==> config.mk <==
export PLATFORM = sky130hd
export DESIGN_NAME = pwm_core
export DESIGN_NICKNAME = d
export VERILOG_FILES = /design/src/verilog/pwm_pkg.sv /design/src/verilog/pwm_core.sv /design/src/verilog/pwm_clock_tree.sv
export SDC_FILE = /design/constraint.sdc
export NUM_CORES = 1
export LEC_CHECK = 0
export BUFFER_PORTS_ARGS = -buffer_cell sky130_fd_sc_hd__buf_2
export CELL_PAD_IN_SITES_DETAIL_PLACEMENT = 1
export CELL_PAD_IN_SITES_GLOBAL_PLACEMENT = 1
export CORE_MARGIN = 1
export CORE_UTILIZATION = 30
export CTS_BUF_LIST = sky130_fd_sc_hd__clkbuf_4 sky130_fd_sc_hd__clkbuf_8
export DETAILED_ROUTE_END_ITERATION = 6
export GPL_TIMING_DRIVEN = 0
export PLACE_DENSITY_LB_ADDON = 0.1
export SYNTH_ARGS = -nofsm -noshare
export SYNTH_HDL_FRONTEND = slang
export SYNTH_HIERARCHICAL = 1
export SYNTH_SLANG_ARGS = --single-unit
==> constraint.sdc <==
create_clock -name ref_clk -period 7 [get_ports ref_clk]
set_input_delay 1.4 -clock ref_clk [delete_from_list [all_inputs] [get_ports ref_clk]]
set_output_delay 1.4 -clock ref_clk [all_outputs]
set_load 0.02 [all_outputs]
==> src/verilog/pwm_pkg.sv <==
// ==========================================
// pwm constants and carriers
package pwm_pkg;
  localparam int NCH = 4;
  // register indices, byte address is four times the index
  localparam logic [7:0] IDX_CTRL = 8'h40;
  localparam logic [7:0] IDX_POL = 8'h41;
  localparam logic [7:0] IDX_EN = 8'h42;
  localparam logic [7:0] IDX_ALIGN = 8'h43;
  localparam logic [7:0] IDX_SCALE_A = 8'h44;
  localparam logic [7:0] IDX_SCALE_B = 8'h46;
  localparam logic [7:0] IDX_CNT0 = 8'h48;
  localparam logic [7:0] IDX_PER0 = 8'h4C;
  localparam logic [7:0] IDX_DUTY0 = 8'h50;
  // control register fields
  localparam int CTRL_JOIN_UPPER = 7;
  localparam int CTRL_JOIN_LOWER = 6;
  localparam int CTRL_PCKB_LSB = 3;
  localparam int CTRL_PCKA_LSB = 0;
  // clock select and polarity fields
  localparam int POL_CLK_LSB = 4;
  localparam int POL_POL_LSB = 0;
  // values after reset
  localparam logic [7:0] CTRL_RST = 8'h00;
  localparam logic [7:0] POL_RST = 8'h00;
  localparam logic [7:0] PER_RST = 8'hFF;
  localparam logic [7:0] DUTY_RST = 8'hFF;
  localparam logic [7:0] CNT_RST = 8'h00;
  localparam logic [7:0] SCALE_RST = 8'h00;
  // bus answers
  localparam logic [1:0] RESP_OKAY = 2'h0;
  localparam logic [1:0] RESP_SLVERR = 2'h2;

  typedef struct packed {
    logic [3:0] oe;
    logic [3:0] dout;
  } pin_drive_t;

  typedef struct packed {
    logic [2:0] a_sel;
    logic [2:0] b_sel;
    logic [7:0] a_scale;
    logic [7:0] b_scale;
    logic a_load;
    logic b_load;
    logic [3:0] use_scaled;
    logic run;
  } clk_cfg_t;
endpackage : pwm_pkg

==> src/verilog/pwm_core.sv <==
// Added by the designer: the AXI4-Lite interface to the registers.
`timescale 1ns/10ps
// Function
// - four 8-bit channels, or pairs joined into 16-bit channels.
// - each channel has period, duty, own counter; duty 0 to full on.
// - each channel is left-aligned or center-aligned.
// - while enabled, new period or duty waits for rollover or disable.
// - while disabled, writes reach buffer and active value together.
// - counter write clears the counter and loads pending period and duty.
// - software can read each channel counter.
// - enabled channel owns its port pin; unused pins stay general I/O.
// - upper join: ch2 high byte, ch3 low, pin 2, ch3 clock, pin 3 free.
// - lower join: ch0 high byte, ch1 low, pin 0, ch1 clock, pin 1 free.
// - clock a serves channels 0 and 1, clock b channels 2 and 3.
// - prescale field divides module clock by two to its value.
// - channels 2 and 3 pick clock b or scaled clock b.
// - channel 1 picks clock a or scaled clock a.
// - scaled clock b is clock b divided by even factor 2 to 512.
// - control and clock select registers are read and write any time.
// - channel 0 picks clock a or scaled clock a.
// - scaled clock b divides by scale value plus one, then two.
// - enable forces pin to output without changing its direction bit.
module pwm_core (
  // clock and reset
  input wire logic ref_clk,
  input wire logic rst,
  // axi4-lite write
  input wire logic [31:0] s_axi_awaddr,
  input wire logic [2:0] s_axi_awprot,
  input wire logic s_axi_awvalid,
  output logic s_axi_awready,
  input wire logic [31:0] s_axi_wdata,
  input wire logic [3:0] s_axi_wstrb,
  input wire logic s_axi_wvalid,
  output logic s_axi_wready,
  output logic [1:0] s_axi_bresp,
  output logic s_axi_bvalid,
  input wire logic s_axi_bready,
  // axi4-lite read
  input wire logic [31:0] s_axi_araddr,
  input wire logic [2:0] s_axi_arprot,
  input wire logic s_axi_arvalid,
  output logic s_axi_arready,
  output logic [31:0] s_axi_rdata,
  output logic [1:0] s_axi_rresp,
  output logic s_axi_rvalid,
  input wire logic s_axi_rready,
  // general-purpose port side
  input wire logic [3:0] port_dout,
  input wire logic [3:0] port_dir,
  // pins
  output logic [3:0] pin_out,
  output logic [3:0] pin_oe
);
  // ==========================================
  // bus slave
  logic awready_q;
  logic wready_q;
  logic bvalid_q;
  logic [1:0] bresp_q;
  logic arready_q;
  logic rvalid_q;
  logic [1:0] rresp_q;
  logic [31:0] rdata_q;
  logic [31:0] awaddr_q;
  logic [31:0] wdata_q;
  logic [3:0] wstrb_q;
  logic aw_take;
  logic w_take;
  logic wr_fire;
  logic ar_take;
  logic [7:0] wi;
  logic [7:0] ri;
  logic w_in_range;
  logic r_in_range;
  logic wr_hit;
  logic we;
  logic rd_hit;
  logic [7:0] rd_byte;

  // handshakes
  assign aw_take = s_axi_awvalid && awready_q;
  assign w_take = s_axi_wvalid && wready_q;
  assign wr_fire = !awready_q && !wready_q && !bvalid_q;
  assign ar_take = s_axi_arvalid && arready_q;

  // address and data hold, either may come first
  always_ff @(posedge ref_clk) begin
    if (aw_take) awaddr_q <= s_axi_awaddr;
    if (w_take) wdata_q <= s_axi_wdata;
    if (w_take) wstrb_q <= s_axi_wstrb;
  end

  // write channel flow
  always_ff @(posedge ref_clk) begin
    if (rst) begin
      awready_q <= 1'b1;
      wready_q <= 1'b1;
      bvalid_q <= 1'b0;
      bresp_q <= pwm_pkg::RESP_OKAY;
    end else begin
      if (aw_take) awready_q <= 1'b0;
      if (w_take) wready_q <= 1'b0;
      if (wr_fire) bvalid_q <= 1'b1;
      if (wr_fire) bresp_q <= wr_hit ? pwm_pkg::RESP_OKAY : pwm_pkg::RESP_SLVERR;
      if (bvalid_q && s_axi_bready) begin
        bvalid_q <= 1'b0;
        awready_q <= 1'b1;
        wready_q <= 1'b1;
      end
    end
  end

  // read channel flow
  always_ff @(posedge ref_clk) begin
    if (rst) begin
      arready_q <= 1'b1;
      rvalid_q <= 1'b0;
      rresp_q <= pwm_pkg::RESP_OKAY;
      rdata_q <= 32'h0000_0000;
    end else if (ar_take) begin
      arready_q <= 1'b0;
      rvalid_q <= 1'b1;
      rresp_q <= rd_hit ? pwm_pkg::RESP_OKAY : pwm_pkg::RESP_SLVERR;
      rdata_q <= {24'h00_0000, rd_hit ? rd_byte : 8'h00};
    end else if (rvalid_q && s_axi_rready) begin
      rvalid_q <= 1'b0;
      arready_q <= 1'b1;
    end
  end

  // ==========================================
  // register file
  logic [7:0] ctrl_q;
  logic [7:0] pol_q;
  logic [3:0] en_q;
  logic [3:0] align_q;
  logic [7:0] scale_a_q;
  logic [7:0] scale_b_q;
  logic [7:0] cnt_q [4];
  logic [7:0] per_buf_q [4];
  logic [7:0] duty_buf_q [4];
  logic [7:0] per_act_q [4];
  logic [7:0] duty_act_q [4];
  logic [3:0] down_q;
  logic [3:0] cnt_wr;
  logic [3:0] per_wr;
  logic [3:0] duty_wr;
  logic join_upper_pair;
  logic join_lower_pair;

  // address decode, byte lane 0 carries every register
  assign wi = awaddr_q[9:2];
  assign ri = s_axi_araddr[9:2];
  assign w_in_range = (awaddr_q[31:10] == 22'h00_0000);
  assign r_in_range = (s_axi_araddr[31:10] == 22'h00_0000);
  assign wr_hit = w_in_range && (wi == pwm_pkg::IDX_CTRL || wi == pwm_pkg::IDX_POL
    || wi == pwm_pkg::IDX_EN || wi == pwm_pkg::IDX_ALIGN || wi == pwm_pkg::IDX_SCALE_A
    || wi == pwm_pkg::IDX_SCALE_B || wi[7:2] == pwm_pkg::IDX_CNT0[7:2]
    || wi[7:2] == pwm_pkg::IDX_PER0[7:2] || wi[7:2] == pwm_pkg::IDX_DUTY0[7:2]);
  assign we = wr_fire && wr_hit && wstrb_q[0];
  assign rd_byte = (ri == pwm_pkg::IDX_CTRL) ? ctrl_q
    : (ri == pwm_pkg::IDX_POL) ? pol_q
    : (ri == pwm_pkg::IDX_EN) ? {4'h0, en_q}
    : (ri == pwm_pkg::IDX_ALIGN) ? {4'h0, align_q}
    : (ri == pwm_pkg::IDX_SCALE_A) ? scale_a_q
    : (ri == pwm_pkg::IDX_SCALE_B) ? scale_b_q
    : (ri[7:2] == pwm_pkg::IDX_CNT0[7:2]) ? cnt_q[ri[1:0]]
    : (ri[7:2] == pwm_pkg::IDX_PER0[7:2]) ? per_buf_q[ri[1:0]]
    : duty_buf_q[ri[1:0]];
  assign rd_hit = r_in_range && (ri == pwm_pkg::IDX_CTRL || ri == pwm_pkg::IDX_POL
    || ri == pwm_pkg::IDX_EN || ri == pwm_pkg::IDX_ALIGN || ri == pwm_pkg::IDX_SCALE_A
    || ri == pwm_pkg::IDX_SCALE_B || ri[7:2] == pwm_pkg::IDX_CNT0[7:2]
    || ri[7:2] == pwm_pkg::IDX_PER0[7:2] || ri[7:2] == pwm_pkg::IDX_DUTY0[7:2]);

  // control registers, writable at any time
  always_ff @(posedge ref_clk) begin
    if (rst) begin
      ctrl_q <= pwm_pkg::CTRL_RST;
      pol_q <= pwm_pkg::POL_RST;
      en_q <= 4'h0;
      align_q <= 4'h0;
      scale_a_q <= pwm_pkg::SCALE_RST;
      scale_b_q <= pwm_pkg::SCALE_RST;
    end else if (we) begin
      if (wi == pwm_pkg::IDX_CTRL) ctrl_q <= wdata_q[7:0];
      if (wi == pwm_pkg::IDX_POL) pol_q <= wdata_q[7:0];
      if (wi == pwm_pkg::IDX_EN) en_q <= wdata_q[3:0];
      if (wi == pwm_pkg::IDX_ALIGN) align_q <= wdata_q[3:0];
      if (wi == pwm_pkg::IDX_SCALE_A) scale_a_q <= wdata_q[7:0];
      if (wi == pwm_pkg::IDX_SCALE_B) scale_b_q <= wdata_q[7:0];
    end
  end

  assign join_upper_pair = ctrl_q[pwm_pkg::CTRL_JOIN_UPPER];
  assign join_lower_pair = ctrl_q[pwm_pkg::CTRL_JOIN_LOWER];

  // ==========================================
  // clock tree
  pwm_pkg::clk_cfg_t clk_cfg;
  logic [3:0] ch_tick;

  assign clk_cfg.a_sel = ctrl_q[pwm_pkg::CTRL_PCKA_LSB +: 3];
  assign clk_cfg.b_sel = ctrl_q[pwm_pkg::CTRL_PCKB_LSB +: 3];
  assign clk_cfg.a_scale = scale_a_q;
  assign clk_cfg.b_scale = scale_b_q;
  assign clk_cfg.a_load = we && (wi == pwm_pkg::IDX_SCALE_A);
  assign clk_cfg.b_load = we && (wi == pwm_pkg::IDX_SCALE_B);
  assign clk_cfg.use_scaled = pol_q[pwm_pkg::POL_CLK_LSB +: 4];
  assign clk_cfg.run = |en_q;

  pwm_clock_tree u_clock_tree (
    .ref_clk(ref_clk),
    .rst(rst),
    .cfg(clk_cfg),
    .ch_tick(ch_tick)
  );

  // ==========================================
  // waveform engines
  logic [3:0] run;
  logic [3:0] roll;
  logic [3:0] clr;
  logic [3:0] active;
  logic [3:0] own;
  logic [3:0] wave;
  logic [3:0] dn_n;
  logic [3:0] ld;
  logic [7:0] cnt_n [4];
  pwm_pkg::pin_drive_t pin_q;

  // one counter step: {rollover, next direction, next count}
  function automatic logic [17:0] step(input logic [15:0] c, input logic [15:0] p,
                                       input logic dn, input logic ctr);
    logic r;
    logic d;
    logic [15:0] n;
    r = 1'b0;
    d = dn;
    n = c;
    if (!ctr) begin
      d = 1'b0;
      if (p == 16'h0000 || c >= p - 16'h0001) begin
        r = 1'b1;
        n = 16'h0000;
      end else n = c + 16'h0001;
    end else if (!dn) begin
      if (c >= p) begin
        if (p == 16'h0000) r = 1'b1;
        else d = 1'b1;
        n = (p == 16'h0000) ? 16'h0000 : c - 16'h0001;
      end else n = c + 16'h0001;
    end else if (c == 16'h0000) begin
      r = 1'b1;
      d = 1'b0;
      n = (p == 16'h0000) ? 16'h0000 : 16'h0001;
    end else n = c - 16'h0001;
    return {r, d, n};
  endfunction : step

  // per pair: separate 8-bit lanes or one joined 16-bit lane
  for (genvar pr = 0; pr < 2; pr++) begin : g_pair
    localparam int H = 2 * pr;
    localparam int L = 2 * pr + 1;
    logic jn;
    logic [15:0] c16;
    logic [15:0] d16;
    logic [17:0] s16;
    logic [17:0] sh;
    logic [17:0] sl;
    assign jn = (pr == 0) ? join_lower_pair : join_upper_pair;
    assign c16 = {cnt_q[H], cnt_q[L]};
    assign d16 = {duty_act_q[H], duty_act_q[L]};
    assign s16 = step(c16, {per_act_q[H], per_act_q[L]}, down_q[H], align_q[H]);
    assign sh = step({8'h00, cnt_q[H]}, {8'h00, per_act_q[H]}, down_q[H], align_q[H]);
    assign sl = step({8'h00, cnt_q[L]}, {8'h00, per_act_q[L]}, down_q[L], align_q[L]);
    // joined lane uses low channel clock and high channel pin
    assign run[H] = en_q[H] && (jn ? ch_tick[L] : ch_tick[H]);
    assign run[L] = jn ? run[H] : en_q[L] && ch_tick[L];
    assign roll[H] = jn ? s16[17] : sh[17];
    assign roll[L] = jn ? s16[17] : sl[17];
    assign dn_n[H] = jn ? s16[16] : sh[16];
    assign dn_n[L] = jn ? s16[16] : sl[16];
    assign cnt_n[H] = jn ? s16[15:8] : sh[7:0];
    assign cnt_n[L] = jn ? s16[7:0] : sl[7:0];
    assign clr[H] = cnt_wr[H] || (jn && cnt_wr[L]);
    assign clr[L] = cnt_wr[L] || (jn && cnt_wr[H]);
    assign active[H] = en_q[H];
    assign active[L] = jn ? en_q[H] : en_q[L];
    assign own[H] = en_q[H];
    assign own[L] = en_q[L] && !jn;
    // output level from count against duty, polarity flips it
    assign wave[H] = (jn ? (c16 < d16) : (cnt_q[H] < duty_act_q[H]))
      ? pol_q[pwm_pkg::POL_POL_LSB + H] : ~pol_q[pwm_pkg::POL_POL_LSB + H];
    assign wave[L] = (cnt_q[L] < duty_act_q[L])
      ? pol_q[pwm_pkg::POL_POL_LSB + L] : ~pol_q[pwm_pkg::POL_POL_LSB + L];
  end

  // per channel: double-buffered period and duty, counter
  for (genvar i = 0; i < pwm_pkg::NCH; i++) begin : g_ch
    logic [7:0] per_d;
    logic [7:0] duty_d;
    assign cnt_wr[i] = we && wi[7:2] == pwm_pkg::IDX_CNT0[7:2] && wi[1:0] == 2'(i);
    assign per_wr[i] = we && wi[7:2] == pwm_pkg::IDX_PER0[7:2] && wi[1:0] == 2'(i);
    assign duty_wr[i] = we && wi[7:2] == pwm_pkg::IDX_DUTY0[7:2] && wi[1:0] == 2'(i);
    assign ld[i] = !active[i] || (run[i] && roll[i]) || clr[i];
    assign per_d = per_wr[i] ? wdata_q[7:0] : per_buf_q[i];
    assign duty_d = duty_wr[i] ? wdata_q[7:0] : duty_buf_q[i];
    always_ff @(posedge ref_clk) begin
      if (rst) begin
        per_buf_q[i] <= pwm_pkg::PER_RST;
        duty_buf_q[i] <= pwm_pkg::DUTY_RST;
        per_act_q[i] <= pwm_pkg::PER_RST;
        duty_act_q[i] <= pwm_pkg::DUTY_RST;
      end else begin
        if (per_wr[i]) per_buf_q[i] <= wdata_q[7:0];
        if (duty_wr[i]) duty_buf_q[i] <= wdata_q[7:0];
        if (ld[i]) per_act_q[i] <= per_d;
        if (ld[i]) duty_act_q[i] <= duty_d;
      end
    end
    // counter holds while disabled, cleared by a write
    always_ff @(posedge ref_clk) begin
      if (rst || clr[i]) begin
        cnt_q[i] <= pwm_pkg::CNT_RST;
        down_q[i] <= 1'b0;
      end else if (run[i]) begin
        cnt_q[i] <= cnt_n[i];
        down_q[i] <= dn_n[i];
      end
    end
  end

  // pin drive: enabled channel takes pin, direction bit untouched
  always_ff @(posedge ref_clk) begin
    if (rst) pin_q <= '0;
    else begin
      pin_q.oe <= own | port_dir;
      pin_q.dout <= (own & wave) | (~own & port_dout);
    end
  end

  // ==========================================
  // outputs
  assign s_axi_awready = awready_q;
  assign s_axi_wready = wready_q;
  assign s_axi_bvalid = bvalid_q;
  assign s_axi_bresp = bresp_q;
  assign s_axi_arready = arready_q;
  assign s_axi_rvalid = rvalid_q;
  assign s_axi_rresp = rresp_q;
  assign s_axi_rdata = rdata_q;
  assign pin_out = pin_q.dout;
  assign pin_oe = pin_q.oe;

  // ==========================================
  // checks
  AST_PIN_TAKEOVER: assert property (@(posedge ref_clk) disable iff (rst)
    en_q[0] |=> pin_q.oe[0]) else $error("enabled channel 0 pin not driven");
  AST_JOIN_LOW_FREE: assert property (@(posedge ref_clk) disable iff (rst)
    join_lower_pair |=> pin_q.oe[1] == $past(port_dir[1]) && pin_q.dout[1] == $past(port_dout[1]))
    else $error("joined channel 1 pin not general I/O");
  AST_JOIN_UP_FREE: assert property (@(posedge ref_clk) disable iff (rst)
    join_upper_pair |=> pin_q.oe[3] == $past(port_dir[3]))
    else $error("joined channel 3 pin not general I/O");
  AST_CNT_CLEAR: assert property (@(posedge ref_clk) disable iff (rst)
    cnt_wr[0] |=> cnt_q[0] == 8'h00 && per_act_q[0] == $past(per_buf_q[0]))
    else $error("counter write did not clear and load");
  AST_DIRECT_LOAD: assert property (@(posedge ref_clk) disable iff (rst)
    per_wr[2] && !active[2] |=> per_act_q[2] == $past(wdata_q[7:0]))
    else $error("disabled period write not direct");
  AST_BUFFER_HOLD: assert property (@(posedge ref_clk) disable iff (rst)
    duty_wr[0] && active[0] && !ld[0] |=> $stable(duty_act_q[0]))
    else $error("enabled duty write applied early");
  AST_CNT_IDLE: assert property (@(posedge ref_clk) disable iff (rst)
    !run[1] && !clr[1] |=> $stable(cnt_q[1])) else $error("counter moved without tick");
  AST_LEFT_WRAP: assert property (@(posedge ref_clk) disable iff (rst)
    run[0] && !clr[0] && !join_lower_pair && !align_q[0] && per_act_q[0] != 8'h00
    && cnt_q[0] == per_act_q[0] - 8'h01 |=> cnt_q[0] == 8'h00)
    else $error("left-aligned counter did not wrap at period");
  AST_CTRL_RESET: assert property (@(posedge ref_clk)
    rst |=> ctrl_q == pwm_pkg::CTRL_RST && pol_q == pwm_pkg::POL_RST)
    else $error("control not cleared by reset");
  AST_CTRL_WRITE: assert property (@(posedge ref_clk) disable iff (rst)
    we && wi == pwm_pkg::IDX_CTRL |=> ctrl_q == $past(wdata_q[7:0]))
    else $error("control write lost");
  AST_READ_CNT: assert property (@(posedge ref_clk) disable iff (rst)
    ar_take && r_in_range && ri == pwm_pkg::IDX_CNT0 |=> rdata_q[7:0] == $past(cnt_q[0]))
    else $error("counter read wrong");
  COV_JOINED_RUN: cover property (@(posedge ref_clk) disable iff (rst)
    join_lower_pair && run[0] && roll[0]);
  COV_CENTER_ROLL: cover property (@(posedge ref_clk) disable iff (rst)
    align_q[2] && run[2] && roll[2]);
  COV_WRITE_DONE: cover property (@(posedge ref_clk) disable iff (rst)
    bvalid_q && s_axi_bready);
endmodule : pwm_core

==> src/verilog/pwm_clock_tree.sv <==
`timescale 1ns/10ps
// ==========================================
// prescaler, scalers and per-channel clock ticks
module pwm_clock_tree (
  // clock and reset
  input wire logic ref_clk,
  input wire logic rst,
  // configuration
  input pwm_pkg::clk_cfg_t cfg,
  // one tick per channel clock edge
  output logic [3:0] ch_tick
);
  logic [6:0] pre_q;
  logic [7:0] mask_a;
  logic [7:0] mask_b;
  logic tick_a;
  logic tick_b;
  logic [1:0] base;
  logic [1:0] s_tick;
  logic [7:0] sc_q [2];
  logic [1:0] half_q;

  // free prescaler on the module clock, held at zero when no channel runs
  always_ff @(posedge ref_clk) begin
    if (rst || !cfg.run) pre_q <= 7'h00;
    else pre_q <= pre_q + 7'h01;
  end

  // clock a and b are the module clock divided by two to the field
  assign mask_a = (8'h01 << cfg.a_sel) - 8'h01;
  assign mask_b = (8'h01 << cfg.b_sel) - 8'h01;
  assign tick_a = cfg.run && ((pre_q & mask_a[6:0]) == mask_a[6:0]);
  assign tick_b = cfg.run && ((pre_q & mask_b[6:0]) == mask_b[6:0]);
  assign base = {tick_b, tick_a};

  // scalers: divide by value plus one, then by two
  for (genvar k = 0; k < 2; k++) begin : g_scale
    logic [7:0] scale;
    logic load;
    assign scale = (k == 0) ? cfg.a_scale : cfg.b_scale;
    assign load = (k == 0) ? cfg.a_load : cfg.b_load;
    assign s_tick[k] = base[k] && (sc_q[k] == 8'h00) && half_q[k];
    always_ff @(posedge ref_clk) begin
      if (rst) begin
        sc_q[k] <= 8'h00;
        half_q[k] <= 1'b0;
      end else if (load) begin
        sc_q[k] <= scale;
        half_q[k] <= 1'b0;
      end else if (base[k]) begin
        sc_q[k] <= (sc_q[k] == 8'h00) ? scale : sc_q[k] - 8'h01;
        half_q[k] <= (sc_q[k] == 8'h00) ? ~half_q[k] : half_q[k];
      end
    end
  end

  // channel clock choice: a or scaled a low, b or scaled b high
  assign ch_tick[0] = cfg.use_scaled[0] ? s_tick[0] : tick_a;
  assign ch_tick[1] = cfg.use_scaled[1] ? s_tick[0] : tick_a;
  assign ch_tick[2] = cfg.use_scaled[2] ? s_tick[1] : tick_b;
  assign ch_tick[3] = cfg.use_scaled[3] ? s_tick[1] : tick_b;

  // checks
  AST_PRESC_UNDIV: assert property (@(posedge ref_clk) disable iff (rst)
    cfg.run && cfg.a_sel == 3'h0 |-> tick_a) else $error("undivided clock a missing");
  AST_PRESC_DIV2: assert property (@(posedge ref_clk) disable iff (rst)
    tick_a && cfg.a_sel == 3'h1 && $stable(cfg.a_sel) |=> !tick_a)
    else $error("clock a divide by two wrong");
  AST_SCALED_B: assert property (@(posedge ref_clk) disable iff (rst)
    s_tick[1] |-> tick_b) else $error("scaled b tick without b tick");
  AST_SCALE_RELOAD: assert property (@(posedge ref_clk) disable iff (rst)
    tick_b && sc_q[1] == 8'h00 && !cfg.b_load |=> sc_q[1] == $past(cfg.b_scale))
    else $error("scale b counter did not reload");
endmodule : pwm_clock_tree

After elaboration in Yosys (flattened, before gate mapping)
Memory sizes are Yosys's and may differ from the RTL's.
Cells that the tools add are included.
Widths: inputs -> output; s select.
{ "totals": {"reg_bits": 119, "ramBits": 176, "in_bits": 121, "output_inout_bits": 49, "word_cells": 519, "mem_count": 6} }
{ "classes": {"addsub": 23, "order_cmp": 18, "n_eq_ne": 23, "n_shift": 2, "n_mux": 257, "bitwise_logic": 37, "n_reduce_logical": 127} }
{ "memory_table": {"columns": ["name", "words", "word_bits", "rd", "rd_ports_with_merged_regs", "write_ports", "line_no", "rtl"], "rows": [
  ["cnt_q", 4, 8, 5, 0, 4, "pwm_core.sv:140", "logic [7:0] cnt_q [4];"],
  ["duty_act_q", 4, 8, 4, 0, 4, "pwm_core.sv:144", "logic [7:0] duty_act_q [4];"],
  ["duty_buf_q", 4, 8, 5, 0, 4, "pwm_core.sv:142", "logic [7:0] duty_buf_q [4];"],
  ["per_act_q", 4, 8, 4, 0, 4, "pwm_core.sv:143", "logic [7:0] per_act_q [4];"],
  ["per_buf_q", 4, 8, 5, 0, 4, "pwm_core.sv:141", "logic [7:0] per_buf_q [4];"],
  ["u_clock_tree.sc_q", 2, 8, 2, 0, 2, "pwm_clock_tree.sv:20", "logic [7:0] sc_q [2];"]
]} }
{ "ops": {"columns": ["op", "n"], "rows": [
  ["$mux 8", 71],
  ["$mux 16", 12],
  ["$mux 1", 172],
  ["$eq 8x7->1 const B", 12],
  ["$logic_not 8->1", 10],
  ["$ge 16x16->1", 4],
  ["$ge 8x16->1", 4],
  ["$logic_not 16->1", 4],
  ["$sub 16x1->16 const B", 4],
  ["$logic_and 1x1->1", 48],
  ["$sub 8x1->8 const B", 6],
  ["$logic_not 22->1", 2],
  ["$logic_or 1x1->1", 39],
  ["$eq 6x5->1 const B", 6],
  ["$sub 8x1->9 const B", 4],
  ["$add 16x1->16 const B", 2],
  ["$add 8x1->8 const B", 4],
  ["$ge 8x8->1", 4],
  ["$lt 16x16->1", 2],
  ["$lt 8x8->1", 4],
  ["$or 1x1->1", 24],
  ["$reduce_and 2->1", 8],
  ["$and 7x7->7", 2],
  ["$eq 7x7->1", 2],
  ["other kinds (15)", 37]
]} }

Logic depth before layout (Yosys ltp)
{ "logic_depth": {"depth_word": 21, "mapped_depth": 16, "depth_no_buf": 15} }

Hierarchy
The synthesis kept the hierarchy.
{ "by_module_without_submodules": {"columns": ["mod", "n_inst", "cells_each", "area_each_um2", "seq_area_each_um2"], "rows": [
  ["pwm_core", 1, 2057, 18823.1, 7317.0],
  ["pwm_clock_tree", 1, 150, 1522.7, 660.6]
]} }

Least setup slack after synthesis
OpenSTA, ideal clock, no wires.
{ "synth_timing": {"path_kind": "reg2reg", "start": "memory per_act_q[1][2]", "end": "memory duty_act_q[0][0] (enable)", "setup_time_ps": 418, "arrival_time_ps": 3406, "required_time_ps": 6582, "slack_ps": 3176, "path_stages_with_launch": 14, "path_buffers": 0, "synth_period_minus_slack_ps": 3824, "path_cell_list": "edfxtp_1 -> nor4_1 -> nand2_1 -> nor3_1 -> nand2_1 -> nor3_1 -> xnor2_1 -> ha_1 -> a211o_1 -> a211o_1 -> a31oi_2 -> a2bb2oi_2 -> nand3_1 -> nand3_1"} }
{ "synth_rtl": {"columns": ["element", "line_no"], "rows": [
  ["from (decl)", "pwm_core.sv:143"],
  ["to (decl)", "pwm_core.sv:144"]
]} }

==> flow_metrics.env <==
export IMPL_htreeDepth=2
export IMPL_worst_path_stages=14
export IMPL_fill_cells=7824
export IMPL_route_detailed_drc=8
export IMPL_grt_use_total_pct=23.0
export IMPL_insertion_delay_ps=680
export IMPL_cts_sinks=291
export IMPL_fp_row_count=95
export IMPL_yosys_area_share_adder_pct=8.43
export IMPL_tightest_slew_ps=1330
export IMPL_maxSlewHeadroom_pct=10.4
export IMPL_path_buf_inv=0
export IMPL_skew_ps=45.5
export IMPL_tns_ps=0
export IMPL_final_core_util_pct=34.8
export IMPL_wl_per_cell_microns=24.3
export IMPL_max_cap_violations=0
export IMPL_synth_xor_area_share_pct=3.96
export IMPL_crit_arrival_ps=5700
export IMPL_cts_root_buf="clkbuf_8"
export IMPL_firstDrtPassIters=7
export IMPL_synth_cells=2207
export IMPL_post_cts_buffers=0
export IMPL_avgSynthCellArea_sq_um=9.22
export IMPL_grt_setup_unrepaired="false"
export IMPL_clkTransAtPathRegs_ps=60
export IMPL_cp_required_ps=7330
export IMPL_drive_above_1_share_pct=15.0
export IMPL_routed_wl_met3_mm=2.88
export IMPL_ys_warnings_count=6
export IMPL_start_kind="flip-flop"
export IMPL_overflow=0
export IMPL_leakage_nw=8.93
export IMPL_layoutNonFillerInstCount=3313
export IMPL_violations="design-rule violations"
export IMPL_dr_wl_met2_mm=38.7
export IMPL_min_period_ps=5380
export IMPL_top_layer="met4"
export IMPL_io_pins=170
export IMPL_die_w_microns=262
export IMPL_slew_violations=0
export IMPL_netlist_area_sq_mm=0.0203
export IMPL_dieArea_sq_mm=0.0689
export IMPL_area_growth_pct=14.7
export IMPL_synthSimpleGateAreaFrac_pct=22.0
export IMPL_start_util_pct=30.3
export IMPL_coreArea_sq_mm=0.0672
export IMPL_synth_compound_area_share_pct=15.3
export IMPL_reg2reg_depth=14
export IMPL_cts_buffers=56
export IMPL_antenna_found_initial=1
export IMPL_synth_seq_cells=291
export IMPL_first_iter_violations=1304
export IMPL_wl_met1_mm=36.3
export IMPL_routed_wl_mm=80.4
export IMPL_post_route_period_util_pct=76.8
export IMPL_synth_distinct_cells=106
export IMPL_synth_top_family_by_area="simple AND/OR/NAND/NOR gates"
export IMPL_max_stage_delay_ps=1020
export IMPL_path_cells="nor3_1 > nand2_1 > nor4_1 > nand2_1 > nor2_1 > xnor2_1 > ha_1 > nand4_1 > nor3_1 > and3_1 > nor3_2 > or2_1 > o32ai_4 > or2_2"
export IMPL_synth_mux_area_share_pct=5.85
export IMPL_gp_congestion=0.941
export IMPL_ys_seq_area_share_pct=39.2
export IMPL_dp_cells=3206
export IMPL_hpwlAfterDp_mm=62.5
export IMPL_peakVddDrop_mv=0.134
export IMPL_postRouteAntennaNets=0
export IMPL_cts_resized=0
export IMPL_hold_violations=0
export IMPL_crit_slowest_cell="nor4_1"
export IMPL_io_buffers=101
export IMPL_vias=18000
export IMPL_grt_start_max_net_pins=31
export IMPL_ys_dominant_reg_cell="edfxtp_1"
export IMPL_status="complete, but fails checks"
export IMPL_vias_per_cell=5.44
export IMPL_cp_end_kind="flip-flop"
export IMPL_p_per_area_mw_per_mm2=182
export IMPL_cts_tree="yes"
export IMPL_async_reset_ff_share_pct=0
export IMPL_grt_pass1_vias=18700
export IMPL_grt_pass1_wl_mm=120
export IMPL_criticalPathCategory="reg -> reg"
export IMPL_final_nets=2649
export IMPL_setup_viol=0
export IMPL_synth_edff_count=215
export IMPL_worstPathMaxFanout=16
export IMPL_path_delay_family="simple AND/OR/NAND/NOR gates"
export IMPL_clockBufferDepth=3
export IMPL_hold_depth=1
export IMPL_hold_class="reg -> reg"
export IMPL_die_h_microns=262
export IMPL_cts_hold_buffers=0
export IMPL_fmax_mhz=186
-- registers in the layout, summed over array words and instances (netlist names), 16 cells and up --
signal	cells
cnt_q	32
duty_act_q	32
duty_buf_q	32
per_act_q	32
per_buf_q	32
awaddr_q	30
u_clock_tree/sc_q	16
-- layer usage --
| metal | vias to the layer above | track usage (%) |
|---|---|---|
| li1 | 8423 | - |
| met1 | 9042 | 30.0 |
| met2 | 433 | 39.5 |
| met3 | 128 | 2.60 |
| met4 | 0 | 7.47 |
| met5 | - | 0 |
-- synthesized netlist by cell type (all sizes together), types with 24 or more instances --
cell,count,area [sq um]
buf,63,409
mux2i,57,571
nand2,339,1270
inv,106,398
dfxtp,76,1520
nand2b,30,188
and3,24,150
nand3,97,495
nor3,46,255
clkbuf,66,249
nor4,35,302
ha,137,1710
edfxtp,215,6460
nor2,193,797
mux4,26,586
o21ai,105,526
a21oi,139,707
xnor2,73,639
-- layout by cell type, fill, tap and decap left out, types with 16 or more instances in the layout --
master,n
or2_2,17
mux2i_1,57
clkbuf_8,62
nand3_1,95
a21o_1,20
nor4_1,25
buf_4,31
and3_1,24
a31oi_1,16
o2bb2ai_1,18
nand2b_1,30
inv_1,106
o21ai_0,100
mux4_2,26
buf_2,122
nand4b_1,20
xnor2_1,73
edfxtp_1,215
a21oi_1,138
nor2_1,180
nand2_1,339
xor2_1,19
conb_1,26
nor3_1,41
dfxtp_1,76
clkbuf_1,65
ha_1,137
-- power breakdown --
part           total [W]  switching [W]  internal (W)
registers        0.00192      0.0000429       0.00188
clock network    0.00200       0.000852       0.00114
logic           0.000330       0.000221      0.000109
-- path summary, 6_finish.rpt --
kind                    from                to  slack [ps]
min           s_axi_rdata[2]    s_axi_rdata[2]         460
max reg2reg  per_act_q[3][2]  duty_act_q[3][5]        1620
max          per_act_q[3][2]  duty_act_q[3][5]        1620
min reg2reg   s_axi_rdata[2]    s_axi_rdata[2]         460
-- cells by family after synthesis --
| group | count (synthesis) |
|---|---|
| buffers and inverters | 236 |
| and+or+nand+nor | 900 |
| xor gates and xnor gates | 92 |
| AOI/OAI and AO/OA | 464 |
| adders and majority gates | 137 |
| DFF | 291 |
| muxes | 86 |
| other | 1 |
-- cell type report --
cell class                      instances  area, sq um  share of cell area, %
Multi-Input combinational cell       1705        11400                   48.9
Sequential cell                       291         7980                   34.2
Tap cell                              873         1090                   4.68
Clock buffer                           73          936                   4.01
Buffer                                129          658                   2.82
Timing Repair Buffer                  101          505                   2.17
Inverter                              107          402                   1.72
Clock inverter                         33          362                   1.55
Antenna cell                            1         2.50                 0.0107
-- per-stage QoR --
| step | setup slack, ps | instance area (sq um) | power (W) | hold WS (ps) |
|---|---|---|---|---|
| 3_5_place_dp | 1660 | 22000 | 0.00228 | 441 |
| 5_1_grt | 1300 | 23300 | 0.00439 | 465 |
| 6_report | 1620 | 23300 | 0.00424 | 457 |
| 4_1_cts | 1630 | 23300 | 0.00430 | 460 |
| 2_1_floorplan | 3180 | 20400 | 0.00214 | 455 |
| 3_3_place_gp | 1730 | 22000 | 0.00228 | 436 |
Note: power is estimated with default switching activity, not from simulation.
